<file path="src/shared/xbom_defs.vh">
// Purpose: shared constants of the expander bus output module
// Assumes: included by bare name from every design file
// Notes:   definitions only
`ifndef XBOM_DEFS_VH
`define XBOM_DEFS_VH

// =====================================================================
// widths
`define XB_ADDR_W      6
`define XB_FC_W        4
`define XB_DATA_W      8
`define XB_ID_W        4
`define XB_TMR_W       21
`define XB_FILT_W      2
// bundle: switch(6) strobe(1) clk(1) fc(4) addr(6) data(8)
`define XB_PIN_W       26
`define XB_PIN_DATA_LO 0
`define XB_PIN_DATA_HI 7
`define XB_PIN_ADDR_LO 8
`define XB_PIN_ADDR_HI 13
`define XB_PIN_FC_LO   14
`define XB_PIN_FC_HI   17
`define XB_PIN_CLK     18
`define XB_PIN_STB_N   19
`define XB_PIN_SW_LO   20
`define XB_PIN_SW_HI   25

// =====================================================================
// function codes
`define XB_FC_WR_OUT_A 4'h0
`define XB_FC_WR_OUT_B 4'h1
`define XB_FC_WR_DEF_A 4'h2
`define XB_FC_WR_DEF_B 4'h3
`define XB_FC_WR_FLAG  4'h4
`define XB_FC_WR_HOLD  4'h5
`define XB_FC_RD_A     4'h8
`define XB_FC_RD_B     4'h9
`define XB_FC_RD_ID    4'ha

// =====================================================================
// status byte layout and reset values
`define XB_ID_LO       4
`define XB_ID_HI       7
`define XB_FLAG_BIT    0
`define XB_CTL_BIT     0
`define XB_RSV_W       3
`define XB_RSV_VAL     3'h0
`define XB_RST_BYTE    8'h00
`define XB_RST_BIT     1'h0
`define XB_ID_DEFAULT  4'ha

// =====================================================================
// timing
`define XB_FAULT_MS    10
`define XB_CLK_KHZ     200000
`define XB_FAULT_CYC   (`XB_FAULT_MS * `XB_CLK_KHZ)
`define XB_FILT_CYC    2'h3

`endif

</file>
<file path="src/hdl/xbom_pin_filt.v">
// Purpose: two-stage synchroniser and per-bit glitch filter for bus pins
// Assumes: pins are asynchronous to i_clk
// Notes:   a bit moves only after holding steady for XB_FILT_CYC+1 samples
`timescale 1ns/1ps
`default_nettype none
`include "xbom_defs.vh"

module xbom_pin_filt (
  // clock and reset
  input  wire                  i_clk,
  input  wire                  i_nrst,
  // raw pins
  input  wire [`XB_PIN_W-1:0]  i_pins,
  // filtered pins
  output wire [`XB_PIN_W-1:0]  o_pins
);

  reg [`XB_PIN_W-1:0] meta_q;
  reg [`XB_PIN_W-1:0] sync_q;

  // =====================================================================
  // synchroniser
  always @(posedge i_clk) begin
    if (!i_nrst) begin
      meta_q <= {`XB_PIN_W{1'b0}};
      sync_q <= {`XB_PIN_W{1'b0}};
    end else begin
      meta_q <= i_pins;
      sync_q <= meta_q;
    end
  end

  // =====================================================================
  // glitch filter
  genvar g;
  generate
    for (g = 0; g < `XB_PIN_W; g = g + 1) begin : g_bit
      reg                  out_q;
      reg [`XB_FILT_W-1:0] cnt_q;
      always @(posedge i_clk) begin
        if (!i_nrst) begin
          out_q <= 1'b0;
          cnt_q <= {`XB_FILT_W{1'b0}};
        end else if (sync_q[g] == out_q) begin
          cnt_q <= {`XB_FILT_W{1'b0}};
        end else if (cnt_q == `XB_FILT_CYC) begin
          out_q <= sync_q[g];
          cnt_q <= {`XB_FILT_W{1'b0}};
        end else begin
          cnt_q <= cnt_q + 1'b1;
        end
      end
      assign o_pins[g] = out_q;
    end
  endgenerate

endmodule // xbom_pin_filt
`default_nettype wire

</file>
<file path="src/hdl/xbom_fault_timer.v">
// Purpose: retriggerable one-shot bus fault timer
// Assumes: i_kick is a one-cycle pulse on each bus clock edge
// Notes:   o_fault rises CYCLES clocks after the last kick
`timescale 1ns/1ps
`default_nettype none
`include "xbom_defs.vh"

module xbom_fault_timer #(
  parameter CYCLES = `XB_FAULT_CYC
) (
  // clock and reset
  input  wire i_clk,
  input  wire i_nrst,
  // retrigger
  input  wire i_kick,
  // time-out level
  output wire o_fault
);

  // cut to the counter width on purpose; the default fits in 21 bits
  localparam integer         LOAD_I = CYCLES - 1;
  localparam [`XB_TMR_W-1:0] LOAD   = LOAD_I[`XB_TMR_W-1:0];

  reg [`XB_TMR_W-1:0] cnt_q;
  reg                 fault_q;

  // =====================================================================
  // one-shot
  // after reset the timer runs, so a silent bus still faults in time
  always @(posedge i_clk) begin
    if (!i_nrst) begin
      cnt_q   <= LOAD;
      fault_q <= 1'b0;
    end else if (i_kick) begin
      cnt_q   <= LOAD;
      fault_q <= 1'b0;
    end else if (cnt_q == {`XB_TMR_W{1'b0}}) begin
      fault_q <= 1'b1;
    end else begin
      cnt_q <= cnt_q - 1'b1;
    end
  end

  assign o_fault = fault_q;

endmodule // xbom_fault_timer
`default_nettype wire

</file>
<file path="src/hdl/xbom_top.v">
// Purpose: slave logic of a sixteen-channel switched output module
// Assumes: bus pins are asynchronous; transactions are taken on the
//          rising edge of the bus clock while the strobe is low
// Notes:   fault time is a parameter so benches can shorten it
`timescale 1ns/1ps
`default_nettype none
`include "xbom_defs.vh"

module xbom_top #(
  parameter [`XB_ID_W-1:0] MODULE_ID    = `XB_ID_DEFAULT, // arbitrary value
  parameter                FAULT_CYCLES = `XB_FAULT_CYC
) (
  // clock and reset
  input  wire                  i_clk,
  input  wire                  i_nrst,
  // address switch
  input  wire [`XB_ADDR_W-1:0] i_module_address_switch,
  // expander bus, from controller
  input  wire                  i_xb_clk,
  input  wire                  i_xb_strobe_n,
  input  wire [`XB_ADDR_W-1:0] i_xb_addr,
  input  wire [`XB_FC_W-1:0]   i_xb_fc,
  input  wire [`XB_DATA_W-1:0] i_xb_data,
  // expander bus, to controller
  output wire [`XB_DATA_W-1:0] o_xb_data,
  output wire                  o_xb_data_oe_n,
  // output channels
  output wire [`XB_DATA_W-1:0] o_out_a,
  output wire [`XB_DATA_W-1:0] o_out_b,
  // indicators
  output wire                  o_fault_led,
  output wire                  o_status_flag
);

  localparam [1:0] ST_IDLE   = 2'h0;
  localparam [1:0] ST_DECODE = 2'h1;
  localparam [1:0] ST_DRIVE  = 2'h2;

  // =====================================================================
  // pin conditioning
  wire [`XB_PIN_W-1:0] pins_raw;
  wire [`XB_PIN_W-1:0] pins_f;

  assign pins_raw = {i_module_address_switch, i_xb_strobe_n, i_xb_clk,
                     i_xb_fc, i_xb_addr, i_xb_data};

  xbom_pin_filt u_filt (
    .i_clk  (i_clk),
    .i_nrst (i_nrst),
    .i_pins (pins_raw),
    .o_pins (pins_f)
  );

  wire [`XB_ADDR_W-1:0] sw_f;
  wire                  stb_n_f;
  wire                  xclk_f;
  wire [`XB_FC_W-1:0]   fc_f;
  wire [`XB_ADDR_W-1:0] addr_f;
  wire [`XB_DATA_W-1:0] data_f;

  assign sw_f    = pins_f[`XB_PIN_SW_HI:`XB_PIN_SW_LO];
  assign stb_n_f = pins_f[`XB_PIN_STB_N];
  assign xclk_f  = pins_f[`XB_PIN_CLK];
  assign fc_f    = pins_f[`XB_PIN_FC_HI:`XB_PIN_FC_LO];
  assign addr_f  = pins_f[`XB_PIN_ADDR_HI:`XB_PIN_ADDR_LO];
  assign data_f  = pins_f[`XB_PIN_DATA_HI:`XB_PIN_DATA_LO];

  // =====================================================================
  // bus clock edges
  reg  xclk_q;
  wire xclk_rise;
  wire xclk_edge;

  always @(posedge i_clk) begin
    if (!i_nrst) begin
      xclk_q <= 1'b0;
    end else begin
      xclk_q <= xclk_f;
    end
  end

  assign xclk_rise = xclk_f & ~xclk_q;
  assign xclk_edge = xclk_f ^ xclk_q;

  // =====================================================================
  // fault timer
  wire fault;

  xbom_fault_timer #(
    .CYCLES (FAULT_CYCLES)
  ) u_tmr (
    .i_clk   (i_clk),
    .i_nrst  (i_nrst),
    .i_kick  (xclk_edge),
    .o_fault (fault)
  );

  // =====================================================================
  // address match and transaction capture
  wire hit;

  // six-bit switch spans addresses 0 to 63
  assign hit = xclk_rise & ~stb_n_f & (addr_f == sw_f);

  reg [1:0]            state_q;
  reg [1:0]            state_d;
  reg [`XB_FC_W-1:0]   fc_q;
  reg [`XB_DATA_W-1:0] wdata_q;

  always @(posedge i_clk) begin
    if (!i_nrst) begin
      fc_q    <= `XB_FC_WR_OUT_A;
      wdata_q <= `XB_RST_BYTE;
    end else if (hit) begin
      fc_q    <= fc_f;
      wdata_q <= data_f;
    end
  end

  // =====================================================================
  // function code decode
  reg wr_out_a;
  reg wr_out_b;
  reg wr_def_a;
  reg wr_def_b;
  reg wr_flag;
  reg wr_hold;
  reg rd_stb;
  reg [`XB_DATA_W-1:0] rd_mux;

  wire [`XB_DATA_W-1:0] out_a_sel;
  wire [`XB_DATA_W-1:0] out_b_sel;
  wire [`XB_DATA_W-1:0] id_byte;

  always @* begin
    wr_out_a = 1'b0;
    wr_out_b = 1'b0;
    wr_def_a = 1'b0;
    wr_def_b = 1'b0;
    wr_flag  = 1'b0;
    wr_hold  = 1'b0;
    rd_stb   = 1'b0;
    rd_mux   = `XB_RST_BYTE;
    if (state_q == ST_DECODE) begin
      case (fc_q)
        `XB_FC_WR_OUT_A: wr_out_a = 1'b1;
        `XB_FC_WR_OUT_B: wr_out_b = 1'b1;
        `XB_FC_WR_DEF_A: wr_def_a = 1'b1;
        `XB_FC_WR_DEF_B: wr_def_b = 1'b1;
        `XB_FC_WR_FLAG:  wr_flag  = 1'b1;
        `XB_FC_WR_HOLD:  wr_hold  = 1'b1;
        `XB_FC_RD_A: begin
          rd_stb = 1'b1;
          rd_mux = out_a_sel;
        end
        `XB_FC_RD_B: begin
          rd_stb = 1'b1;
          rd_mux = out_b_sel;
        end
        `XB_FC_RD_ID: begin
          rd_stb = 1'b1;
          rd_mux = id_byte;
        end
        default: begin
          rd_stb = 1'b0;
        end
      endcase
    end
  end

  // =====================================================================
  // transaction sequencer
  always @* begin
    state_d = state_q;
    case (state_q)
      ST_IDLE: begin
        if (hit) begin
          state_d = ST_DECODE;
        end
      end
      ST_DECODE: begin
        state_d = rd_stb ? ST_DRIVE : ST_IDLE;
      end
      ST_DRIVE: begin
        // read data stands until the next bus clock rise or a time-out
        if (fault) begin
          state_d = ST_IDLE;
        end else if (hit) begin
          state_d = ST_DECODE;
        end else if (xclk_rise) begin
          state_d = ST_IDLE;
        end
      end
      default: begin
        state_d = ST_IDLE;
      end
    endcase
  end

  always @(posedge i_clk) begin
    if (!i_nrst) begin
      state_q <= ST_IDLE;
    end else begin
      state_q <= state_d;
    end
  end

  // =====================================================================
  // registers
  reg [`XB_DATA_W-1:0] out_a_q;
  reg [`XB_DATA_W-1:0] out_b_q;
  reg [`XB_DATA_W-1:0] def_a_q;
  reg [`XB_DATA_W-1:0] def_b_q;
  reg                  flag_q;
  reg                  hold_q;

  always @(posedge i_clk) begin
    if (!i_nrst) begin
      out_a_q <= `XB_RST_BYTE;
      out_b_q <= `XB_RST_BYTE;
      def_a_q <= `XB_RST_BYTE;
      def_b_q <= `XB_RST_BYTE;
      hold_q  <= `XB_RST_BIT;
    end else begin
      if (wr_out_a) begin
        out_a_q <= wdata_q;
      end
      if (wr_out_b) begin
        out_b_q <= wdata_q;
      end
      if (wr_def_a) begin
        def_a_q <= wdata_q;
      end
      if (wr_def_b) begin
        def_b_q <= wdata_q;
      end
      if (wr_hold) begin
        hold_q <= wdata_q[`XB_CTL_BIT];
      end
    end
  end

  // flag is held until reset, a time-out or a flag write with bit 0 clear takes it away
  always @(posedge i_clk) begin
    if (!i_nrst) begin
      flag_q <= `XB_RST_BIT;
    end else if (fault) begin
      flag_q <= `XB_RST_BIT;
    end else if (wr_flag) begin
      flag_q <= wdata_q[`XB_FLAG_BIT];
    end
  end

  assign id_byte = {MODULE_ID, `XB_RSV_VAL, flag_q};

  // =====================================================================
  // data selector
  wire use_def;

  // hold latch overrides the fallback choice during a time-out
  assign use_def   = fault & ~hold_q;
  assign out_a_sel = use_def ? def_a_q : out_a_q;
  assign out_b_sel = use_def ? def_b_q : out_b_q;

  reg [`XB_DATA_W-1:0] drv_a_q;
  reg [`XB_DATA_W-1:0] drv_b_q;

  always @(posedge i_clk) begin
    if (!i_nrst) begin
      drv_a_q <= `XB_RST_BYTE;
      drv_b_q <= `XB_RST_BYTE;
    end else begin
      drv_a_q <= out_a_sel;
      drv_b_q <= out_b_sel;
    end
  end

  // =====================================================================
  // read data driver
  reg [`XB_DATA_W-1:0] rdata_q;
  reg                  oe_n_q;

  always @(posedge i_clk) begin
    if (!i_nrst) begin
      rdata_q <= `XB_RST_BYTE;
      oe_n_q  <= 1'b1;
    end else if (state_q == ST_DECODE && rd_stb) begin
      rdata_q <= rd_mux;
      oe_n_q  <= 1'b0;
    end else if (state_d != ST_DRIVE) begin
      oe_n_q  <= 1'b1;
    end
  end

  // =====================================================================
  // outputs
  assign o_xb_data      = rdata_q;
  assign o_xb_data_oe_n = oe_n_q;
  assign o_out_a        = drv_a_q;
  assign o_out_b        = drv_b_q;
  assign o_fault_led    = fault;
  assign o_status_flag  = flag_q;

endmodule // xbom_top
`default_nettype wire

</file>
<file path="config.mk">
export PLATFORM = sky130hd
export DESIGN_NAME = xbom_top
export DESIGN_NICKNAME = d
export VERILOG_FILES = /design/src/hdl/xbom_pin_filt.v /design/src/hdl/xbom_fault_timer.v /design/src/hdl/xbom_top.v
export VERILOG_INCLUDE_DIRS = /design/src /design/src/shared
export SDC_FILE = /design/constraint.sdc
export NUM_CORES = 1
export LEC_CHECK = 0
export ABC_CLOCK_PERIOD_IN_PS = 5300
export BUFFER_PORTS_ARGS = -buffer_cell sky130_fd_sc_hd__buf_2
export CAP_MARGIN = 40
export CORE_ASPECT_RATIO = 0.6
export CORE_MARGIN = 2
export CORE_UTILIZATION = 64
export CTS_CLUSTER_SIZE = 28
export DETAILED_ROUTE_END_ITERATION = 12
export PLACE_DENSITY = 0.81
export SETUP_SLACK_MARGIN = 0.2
export SYNTH_ARGS = -nofsm -noshare
export SYNTH_HDL_FRONTEND = slang
export SYNTH_SLANG_ARGS = --single-unit
</file>
<file path="constraint.sdc">
create_clock -name i_clk -period 5.3 [get_ports i_clk]
set_input_delay 0.53 -clock i_clk [delete_from_list [all_inputs] [get_ports i_clk]]
set_output_delay 0.53 -clock i_clk [all_outputs]
set_load 0.02 [all_outputs]
</file>
# Word-level counts from Yosys, hierarchy flattened
# Cells that the tools add are included.
# totals
ff_bits	226
out_inout_bits	27
# classes
n_bitwise	35
mux	26
add_sub_neg	27
eq_ne	64
n_reduce_logical	60
# ops
op	count
OR reduction 3 bit	27
equality test 2 bit, second input constant	27
adder 2 x 1 -> 2 bit, second input constant	26
AND reduction 2 bit	26
inverter 1 bit	30
equality test 1 bit	26
two-way mux 8 bit	3
case mux 8 bit (3 select lines)	1
logical NOT 21 bit	1
subtractor 21 x 1 -> 21 bit, second input constant	1
two-way mux 1 bit	16
equality test 4 bit, second input constant	3
two-way mux 2 bit	5
equality test 4 x 2 -> 1 bit, second input constant	2
equality test 4 x 3 -> 1 bit, second input constant	2
equality test 6 bit	1
case mux 2 bit (3 select lines)	1
bitwise AND 1 bit	4
equality test 4 x 1 -> 1 bit, second input constant	1
logical NOT 4 bit	1
OR reduction 2 bit	2
equality test 2 x 1 -> 1 bit, second input constant	1
logical NOT 2 bit	1
!= test 2 bit, second input constant	1
3 further kinds	3

# Depth between registers and ports, before layout
# Gate-level depths: netlist of run 1.
# logic_depth
word_depth	10
depth_mapped	7
mapped_depth_nobuf	6

# Hierarchy
# Synthesis of run 1 repeated with hierarchy kept, for this count alone.
# hier_totals
hier_cells	811
area_unflattened_um2	9088.7
# by_module_without_submodules
module	cells_each	area_each_um2	instances
xbom_pin_filt	378	5097.4	1
xbom_top	312	2949.1	1
xbom_fault_timer	121	1042.2	1

# Least setup slack after synthesis of run 1
# OpenSTA, ideal clock, no wires.
# synth_timing
path_kind	flip-flop to flip-flop
startpoint	reg u_tmr.cnt_q[16]
endpoint	reg u_tmr.cnt_q[7]
path_stages_with_launch	6
period_less_slack_ns	1.847
path_slack_ns	3.453
n_path_buf	1
arrival_time_ns	1.775
required_time_ns	5.228
cell_sequence	dfxtp_1 or4_4 buf_6 or3_4 o2111ai_2 mux2i_1
# synth_between
elab_chain_cells	1
# synth_rtl
element	line_no	rtl
from (decl)	xbom_fault_timer.v:24	reg [`XB_TMR_W-1:0] cnt_q;
from (signal assigned)	xbom_fault_timer.v:40	cnt_q <= cnt_q - 1'b1;
logical NOT 21 bit	xbom_fault_timer.v:37	end else if (cnt_q == {`XB_TMR_W{1'b0}}) begin
# No other way between the ends.
# A chain may end at the register's enable or synchronous reset.

==> results of run 1 <==
## cells in the final DEF, fill, tap and decap left out, types with 6 or more instances in the layout
cell type  count
a21oi_1       33
and2_1        54
and3_1         8
and4b_1       25
buf_2         55
clkbuf_16     21
clkbuf_8       7
dfxtp_1      226
ha_1          28
inv_1          6
mux2i_1       78
nand2_1       21
nand3_1       25
nand3b_1       6
nor2_1        81
nor3_1         6
nor4b_1       27
o21ai_0       20
o31ai_1        7
or4_1          6
xor2_1        27
## flip-flops by register name, summed over array words and instances (netlist names), 8 cells and up
register	cells
def_a_q	8
def_b_q	8
o_out_a	8
o_out_b	8
o_xb_data	8
out_a_q	8
out_b_q	8
u_filt.g_bit.cnt_q	52
u_filt.g_bit.out_q	26
u_filt.meta_q	26
u_filt.sync_q	26
u_tmr.cnt_q	21
wdata_q	8
## kinds of logic after synthesis
| group | Yosys count | share of synthesized area [%] |
|---|---|---|
| DFF | 226 | 53.5 |
| muxes | 78 | 9.24 |
| AOI/OAI and AO/OA | 83 | 6.31 |
| buffers and inverters | 50 | 2.37 |
| and+or+nand+nor | 293 | 21.1 |
| xor gates and xnor gates | 32 | 3.32 |
| adders and majority gates | 28 | 4.14 |
## power breakdown
part,leakage [nW],switching (mW),total (mW),internal (mW)
clock network,0.342,0.616,1.49,0.869
logic,2.05,0.0427,0.0731,0.0303
registers,1.83,0.0141,1.74,1.72
## stage by stage
stage | power [mW] | instance area (sq um) | std cells
2_1_floorplan | 1.82 | 8450 | 790
3_3_place_gp | 1.84 | 8790 | 974
3_5_place_dp | 1.85 | 8830 | 978
4_1_cts | 3.31 | 9510 | 1012
5_1_grt | 3.39 | 9510 | 1012
6_report | 3.30 | 9510 | 1012
## final cells by class
cell class | instances | area, sq um
tap | 170 | 213
clock buffer | 29 | 626
timing repair buffer | 61 | 328
clock inverter | 5 | 56.3
sequential | 226 | 4520
inverter | 7 | 26.3
fill | 881 | 3340
multi-input combinational | 514 | 3730
## layer usage
| layer | up-vias | routed length, um |
|---|---|---|
| li1 | 2875 | - |
| met1 | 2798 | 8040 |
| met2 | 185 | 7710 |
| met3 | 29 | 1160 |
| met4 | 0 | 285 |
| met5 | - | 0 |
## worst max-delay path by stage
stage	start	endpoint	slack, ps	cells after the start
2_1_floorplan	u_tmr.cnt_q[16]	u_tmr.cnt_q[7]	3450	5
6_report	i_nrst	state_q[0]	2920	6
3_3_place_gp	i_nrst	state_q[0]	2580	6
4_1_cts	i_nrst	state_q[0]	2960	6
5_1_grt	i_nrst	state_q[0]	2640	6
3_5_place_dp	i_nrst	state_q[0]	2480	6
==> flow_metrics.env, run 1 <==
export IMPL_synth_largest_area_cell="dfxtp_1"
export IMPL_vias=5887
export IMPL_slew_violations=0
export IMPL_met1_usage_pct=34.4
export IMPL_grt_antenna_before_repair=0
export IMPL_nNetsFinal=886
export IMPL_setup_viol=0
export IMPL_dr_first_iter_drc_count=441
export IMPL_rrSetupSlack_ps=2990
export IMPL_synthArstFlopShare_pct=0
export IMPL_cp_top_family="buffers and inverters"
export IMPL_tns_ps=0
export IMPL_ir_drop_mv=0.261
export IMPL_cts_tree="yes"
export IMPL_required_ps=5710
export IMPL_cts_resized_gates=0
export IMPL_synth_flop_cell="dfxtp_1"
export IMPL_ys_top_cells_by_count="dfxtp_1 (226), nor2_1 (81), mux2i_1 (78)"
export IMPL_synth_edf_count=0
export IMPL_grt_pass1_wl_um=28600
export IMPL_start_util_pct=65.8
export IMPL_worstHoldEndpoint="u_filt.meta_q[10]"
export IMPL_io_pins=55
export IMPL_startpoint_type="input port"
export IMPL_rr_worst_depth=4
export IMPL_hold_start="i_xb_addr[2]"
export IMPL_postRouteAntennaNets=0
export IMPL_status="finished, final reports clean"
export IMPL_place_gp_congestion=0.832
export IMPL_syn_cell_area_sq_um=8450
export IMPL_end_kind="flip-flop"
export IMPL_use_met2_pct=40.0
export IMPL_cp_common_cell="buf_4"
export IMPL_critPathBufInv=4
export IMPL_finish_utilization_pct=74.0
export IMPL_max_slew_margin_pct=48.5
export IMPL_hold_class="in2reg"
export IMPL_max_cap_violations=0
export IMPL_slowest_delay_ps=570
export IMPL_critical_path_class="in2reg"
export IMPL_io_buffers=54
export IMPL_die_h_um=93.0
export IMPL_yosys_register_bits=226
export IMPL_coreArea_sq_um=12900
export IMPL_drt_total_wl_um=17200
export IMPL_areaGrowthSynthToFinish_pct=12.5
export IMPL_clock_skew_ps=11.1
export IMPL_yosys_warnings=0
export IMPL_die_x_um=152
export IMPL_finalHoldViolCount=0
export IMPL_vias_per_cell=5.82
export IMPL_period_needed_ps=2380
export IMPL_yosys_area_top_type_share_pct=53.5
export IMPL_period_share_pct=44.9
export IMPL_cts_sinks=226
export IMPL_power_density_nw_per_um2=347
export IMPL_clock_root_buffer="clkbuf_16"
export IMPL_clkLatencyLatePin_ps=490
export IMPL_synth_area_leaders="dfxtp_1 (54%), mux2i_1 (9.2%), ha_1 (4.1%), and2_1 (4.0%), nor2_1 (3.6%)"
export IMPL_ys_types=50
export IMPL_drc_errors=0
export IMPL_cts_buffer_depth=3
export IMPL_syn_area_per_cell_sq_um=10.7
export IMPL_hpwl_um=11400
export IMPL_whs_ps=240
export IMPL_path_max_fanout=95
export IMPL_setup_slack_ps=2920
export IMPL_die_area_sq_um=14200
export IMPL_diodes=0
export IMPL_tightest_slew_ps=773
export IMPL_fp_row_count=32
export IMPL_drtPass1Iterations=5
export IMPL_grt_max_degree=96
export IMPL_h_tree_depth=1
export IMPL_crit_arrival_ps=2790
export IMPL_r2r_start="u_tmr.cnt_q[2]"
export IMPL_top_usage_layer="met2"
export IMPL_cts_buffers=20
export IMPL_dp_slack_ps=2480
export IMPL_avgRoutedWirePerCell_um=17.0
export IMPL_syn_nets=846
export IMPL_cts_hold_buf=0
export IMPL_syn_inst=790
export IMPL_track_usage_pct=24.6
export IMPL_max_freq_ghz=0.420
export IMPL_layout_drive_gt1_share_pct=13.1
export IMPL_hold_depth=2
export IMPL_rsz0062_at_grt="no"
export IMPL_yosysMostFrequentCell="dfxtp_1"
export IMPL_cp_slowest_cell="buf_4"
export IMPL_seq_area_frac_synth_pct=53.5
export IMPL_grt_util_met3_pct=4.68
export IMPL_clkTransAtPathRegs_ps=70
export IMPL_r2r_end="u_tmr.cnt_q[14]"
export IMPL_path_cells="buf_2, buf_4, inv_2, buf_4, a211oi_1, nor3b_1"
export IMPL_grt_overflow_total=0
export IMPL_grt_pass1_vias=5807
export IMPL_leakagePower_nw=4.23
export IMPL_cts_setup_buffers=0
Power figures use the tool's default switching activity.
==> inputs of run 2 (changes only) <==
--- a/config.mk
+++ b/config.mk
@@ -6,15 +6,16 @@
 export SDC_FILE = /design/constraint.sdc
 export NUM_CORES = 1
 export LEC_CHECK = 0
-export ABC_CLOCK_PERIOD_IN_PS = 5300
+export ABC_AREA = 1
+export ABC_CLOCK_PERIOD_IN_PS = 2260
 export BUFFER_PORTS_ARGS = -buffer_cell sky130_fd_sc_hd__buf_2
 export CAP_MARGIN = 40
 export CORE_ASPECT_RATIO = 0.6
 export CORE_MARGIN = 2
-export CORE_UTILIZATION = 64
+export CORE_UTILIZATION = 60
 export CTS_CLUSTER_SIZE = 28
 export DETAILED_ROUTE_END_ITERATION = 12
-export PLACE_DENSITY = 0.81
+export PLACE_DENSITY = 0.76
 export SETUP_SLACK_MARGIN = 0.2
 export SYNTH_ARGS = -nofsm -noshare
 export SYNTH_HDL_FRONTEND = slang
==> constraint.sdc (replaced) <==
create_clock -name i_clk -period 2.26 [get_ports i_clk]
set_input_delay 0.226 -clock i_clk [delete_from_list [all_inputs] [get_ports i_clk]]
set_output_delay 0.226 -clock i_clk [all_outputs]
set_load 0.02 [all_outputs]
==> run 2 against run 1 <==
Compared with the run above:
- utilization is 3.5 points lower
- register-to-register slack worse by 2500 ps
- die area increased by 10%
- routed wire length rose by 0.53%
- clock skew increased by 4.7 ps
- sequential power increased by 130%
- non-clock buffer count increased by 31
- flip-flop and latch count unchanged
- worst setup slack got worse by 2400 ps
- via count is 19% higher
- power is 130% higher
- global-route usage shrank 1.9 points
==> flow_metrics.env, run 2 <==
export IMPL_synthArstFlopShare_pct=0
export IMPL_leakagePower_nw=4.67
export IMPL_dp_slack_ps=531
export IMPL_n_fill_cell=1235
export IMPL_setup_slack_ps=475
export IMPL_stdcell_count=1420
export IMPL_cts_hold_buf=26
export IMPL_period_needed_ps=1780
export IMPL_cts_buffer_depth=3
export IMPL_max_flop_register="u_filt.g_bit.cnt_q"
export IMPL_areaGrowthSynthToFinish_pct=15.8
export IMPL_path_max_fanout=7
export IMPL_diodes=0
export IMPL_coreArea_sq_um=14400
export IMPL_whs_ps=135
export IMPL_vias_per_cell=4.95
export IMPL_grt_pass1_wl_um=29800
export IMPL_start_util_pct=60.9
export IMPL_syn_inst=1130
export IMPL_slew_violations=0
export IMPL_power_density_nw_per_um2=761
export IMPL_fp_row_count=34
export IMPL_critical_path_class="reg2reg"
export IMPL_finalHoldViolCount=0
export IMPL_grt_overflow_total=0
export IMPL_die_x_um=160
export IMPL_synth_edf_count=0
export IMPL_seq_area_frac_synth_pct=51.7
export IMPL_clock_skew_ps=15.8
export IMPL_ys_top_cells_by_count="nand2_1 (235), dfxtp_1 (226), inv_1 (172)"
export IMPL_drt_total_wl_um=17300
export IMPL_largest_reg_flops=52
export IMPL_cts_buffers=20
export IMPL_cts_resized_gates=0
export IMPL_postRouteAntennaNets=0
export IMPL_yosysMostFrequentCell="nand2_1"
export IMPL_tns_ps=0
export IMPL_r2r_start="u_tmr.cnt_q[0]"
export IMPL_grt_antenna_before_repair=0
export IMPL_dr_first_iter_drc_count=541
export IMPL_max_slew_margin_pct=52.8
export IMPL_period_share_pct=79.0
export IMPL_power_mw=7.72
export IMPL_mostFrequentLayoutCells="nand2_1 (235), dfxtp_1 (226), inv_1 (172)"
export IMPL_grt_pass1_vias=6439
export IMPL_max_cap_violations=0
export IMPL_hold_class="in2reg"
export IMPL_vias=7028
export IMPL_cts_tree="yes"
export IMPL_startpoint_type="flip-flop"
export IMPL_rsz0062_at_grt="no"
export IMPL_die_area_sq_um=15600
export IMPL_max_freq_ghz=0.560
export IMPL_end_kind="flip-flop"
export IMPL_synth_area_leaders="dfxtp_1 (52%), nand2_1 (10%), inv_1 (7.4%), nor2_1 (6.6%), a21oi_1 (5.6%)"
export IMPL_io_buffers=54
export IMPL_final_common_cell="nand2_1"
export IMPL_ir_drop_mv=0.677
export IMPL_worstSetupStartpoint="u_tmr.cnt_q[0]"
export IMPL_ys_types=29
export IMPL_setup_viol=0
export IMPL_yosys_register_bits=226
export IMPL_hold_depth=4
export IMPL_nNetsFinal=1267
export IMPL_syn_nets=1186
export IMPL_clock_root_buffer="clkbuf_16"
export IMPL_status="finished, final reports clean"
export IMPL_syn_cell_area_sq_um=8760
export IMPL_clkLatencyLatePin_ps=500
export IMPL_cts_setup_buffers=0
export IMPL_dp_cells=1361
export IMPL_rr_worst_depth=8
export IMPL_seq_area_sq_um=4520
export IMPL_required_ps=2640
export IMPL_layout_drive_gt1_share_pct=9.33
export IMPL_track_usage_pct=22.7
export IMPL_die_h_um=97.6
export IMPL_final_area_sq_um=10100
export IMPL_hpwl_um=11300
export IMPL_crit_arrival_ps=2160
export IMPL_cts_sinks=226
export IMPL_grt_max_degree=87
export IMPL_yosys_area_top_type_share_pct=51.7
export IMPL_finish_utilization_pct=70.5
export IMPL_yosys_warnings=0
export IMPL_tightest_slew_ps=706
export IMPL_avgRoutedWirePerCell_um=12.2
export IMPL_dpl_cell_area_sq_um=9220
export IMPL_drtPass1Iterations=5
export IMPL_drc_errors=0
export IMPL_hold_start="i_nrst"
export IMPL_syn_area_per_cell_sq_um=7.75
export IMPL_h_tree_depth=1
export IMPL_place_gp_congestion=0.882
export IMPL_synth_largest_area_cell="dfxtp_1"
export IMPL_io_pins=55
export IMPL_clkTransAtPathRegs_ps=60
export IMPL_synth_flop_cell="dfxtp_1"
export IMPL_multi_input_area_sq_um=3400
## run 2: layer usage
layer | vias up | GRT usage, % | part of all wire [%]
li1 | 3724 | - | -
met1 | 3110 | 33.1 | 52
met2 | 168 | 35.3 | 41
met3 | 26 | 3.59 | 5.1
met4 | 0 | 5.82 | 1.7
met5 | - | 0 | 0
## run 2: area by class of cell
type                    count  area share, %
flip-flops and latches    226           44.6
multi-input cells         692           33.5
inverters                 179           6.63
repair buffers             92           6.27
clock buffers              26           5.55
well taps                 198           2.44
clock inverters             7          0.975
## run 2: critical path, stage by stage, from the launching register on
cell and delay, ps:
dfxtp_1 310, inv_1 130, ha_1 260, nand2_1 170
nor2_1 150, nand3_1 260, buf_4 270, nand2_1 80
nor2_1 50
## run 2: path summary, 6_finish.rpt
| check | to | slack, ps |
|---|---|---|
| worst max-delay path | u_tmr.cnt_q[11] | 480 |
| worst min-delay path | o_xb_data[2] | 130 |
| worst max register to register | u_tmr.cnt_q[11] | 480 |
| worst min register to register | u_filt.sync_q[22] | 410 |
## run 2: cell families (layout without fill, tap and decap cells)
family	Yosys count	count (layout)	synth area share, %
xor+xnor	4	4	0.400
buf+inv	212	304	9.53
fa+ha+maj	28	28	4.00
compound gates	181	181	11.4
flops	226	226	51.7
simple gates	479	479	23.0
## run 2: where the power goes
part	internal [mW]	switching (mW)	total (mW)
clock network	1.99	1.44	3.42
registers	4.04	0.0320	4.08
logic	0.0946	0.122	0.217
total	6.13	1.59	7.72
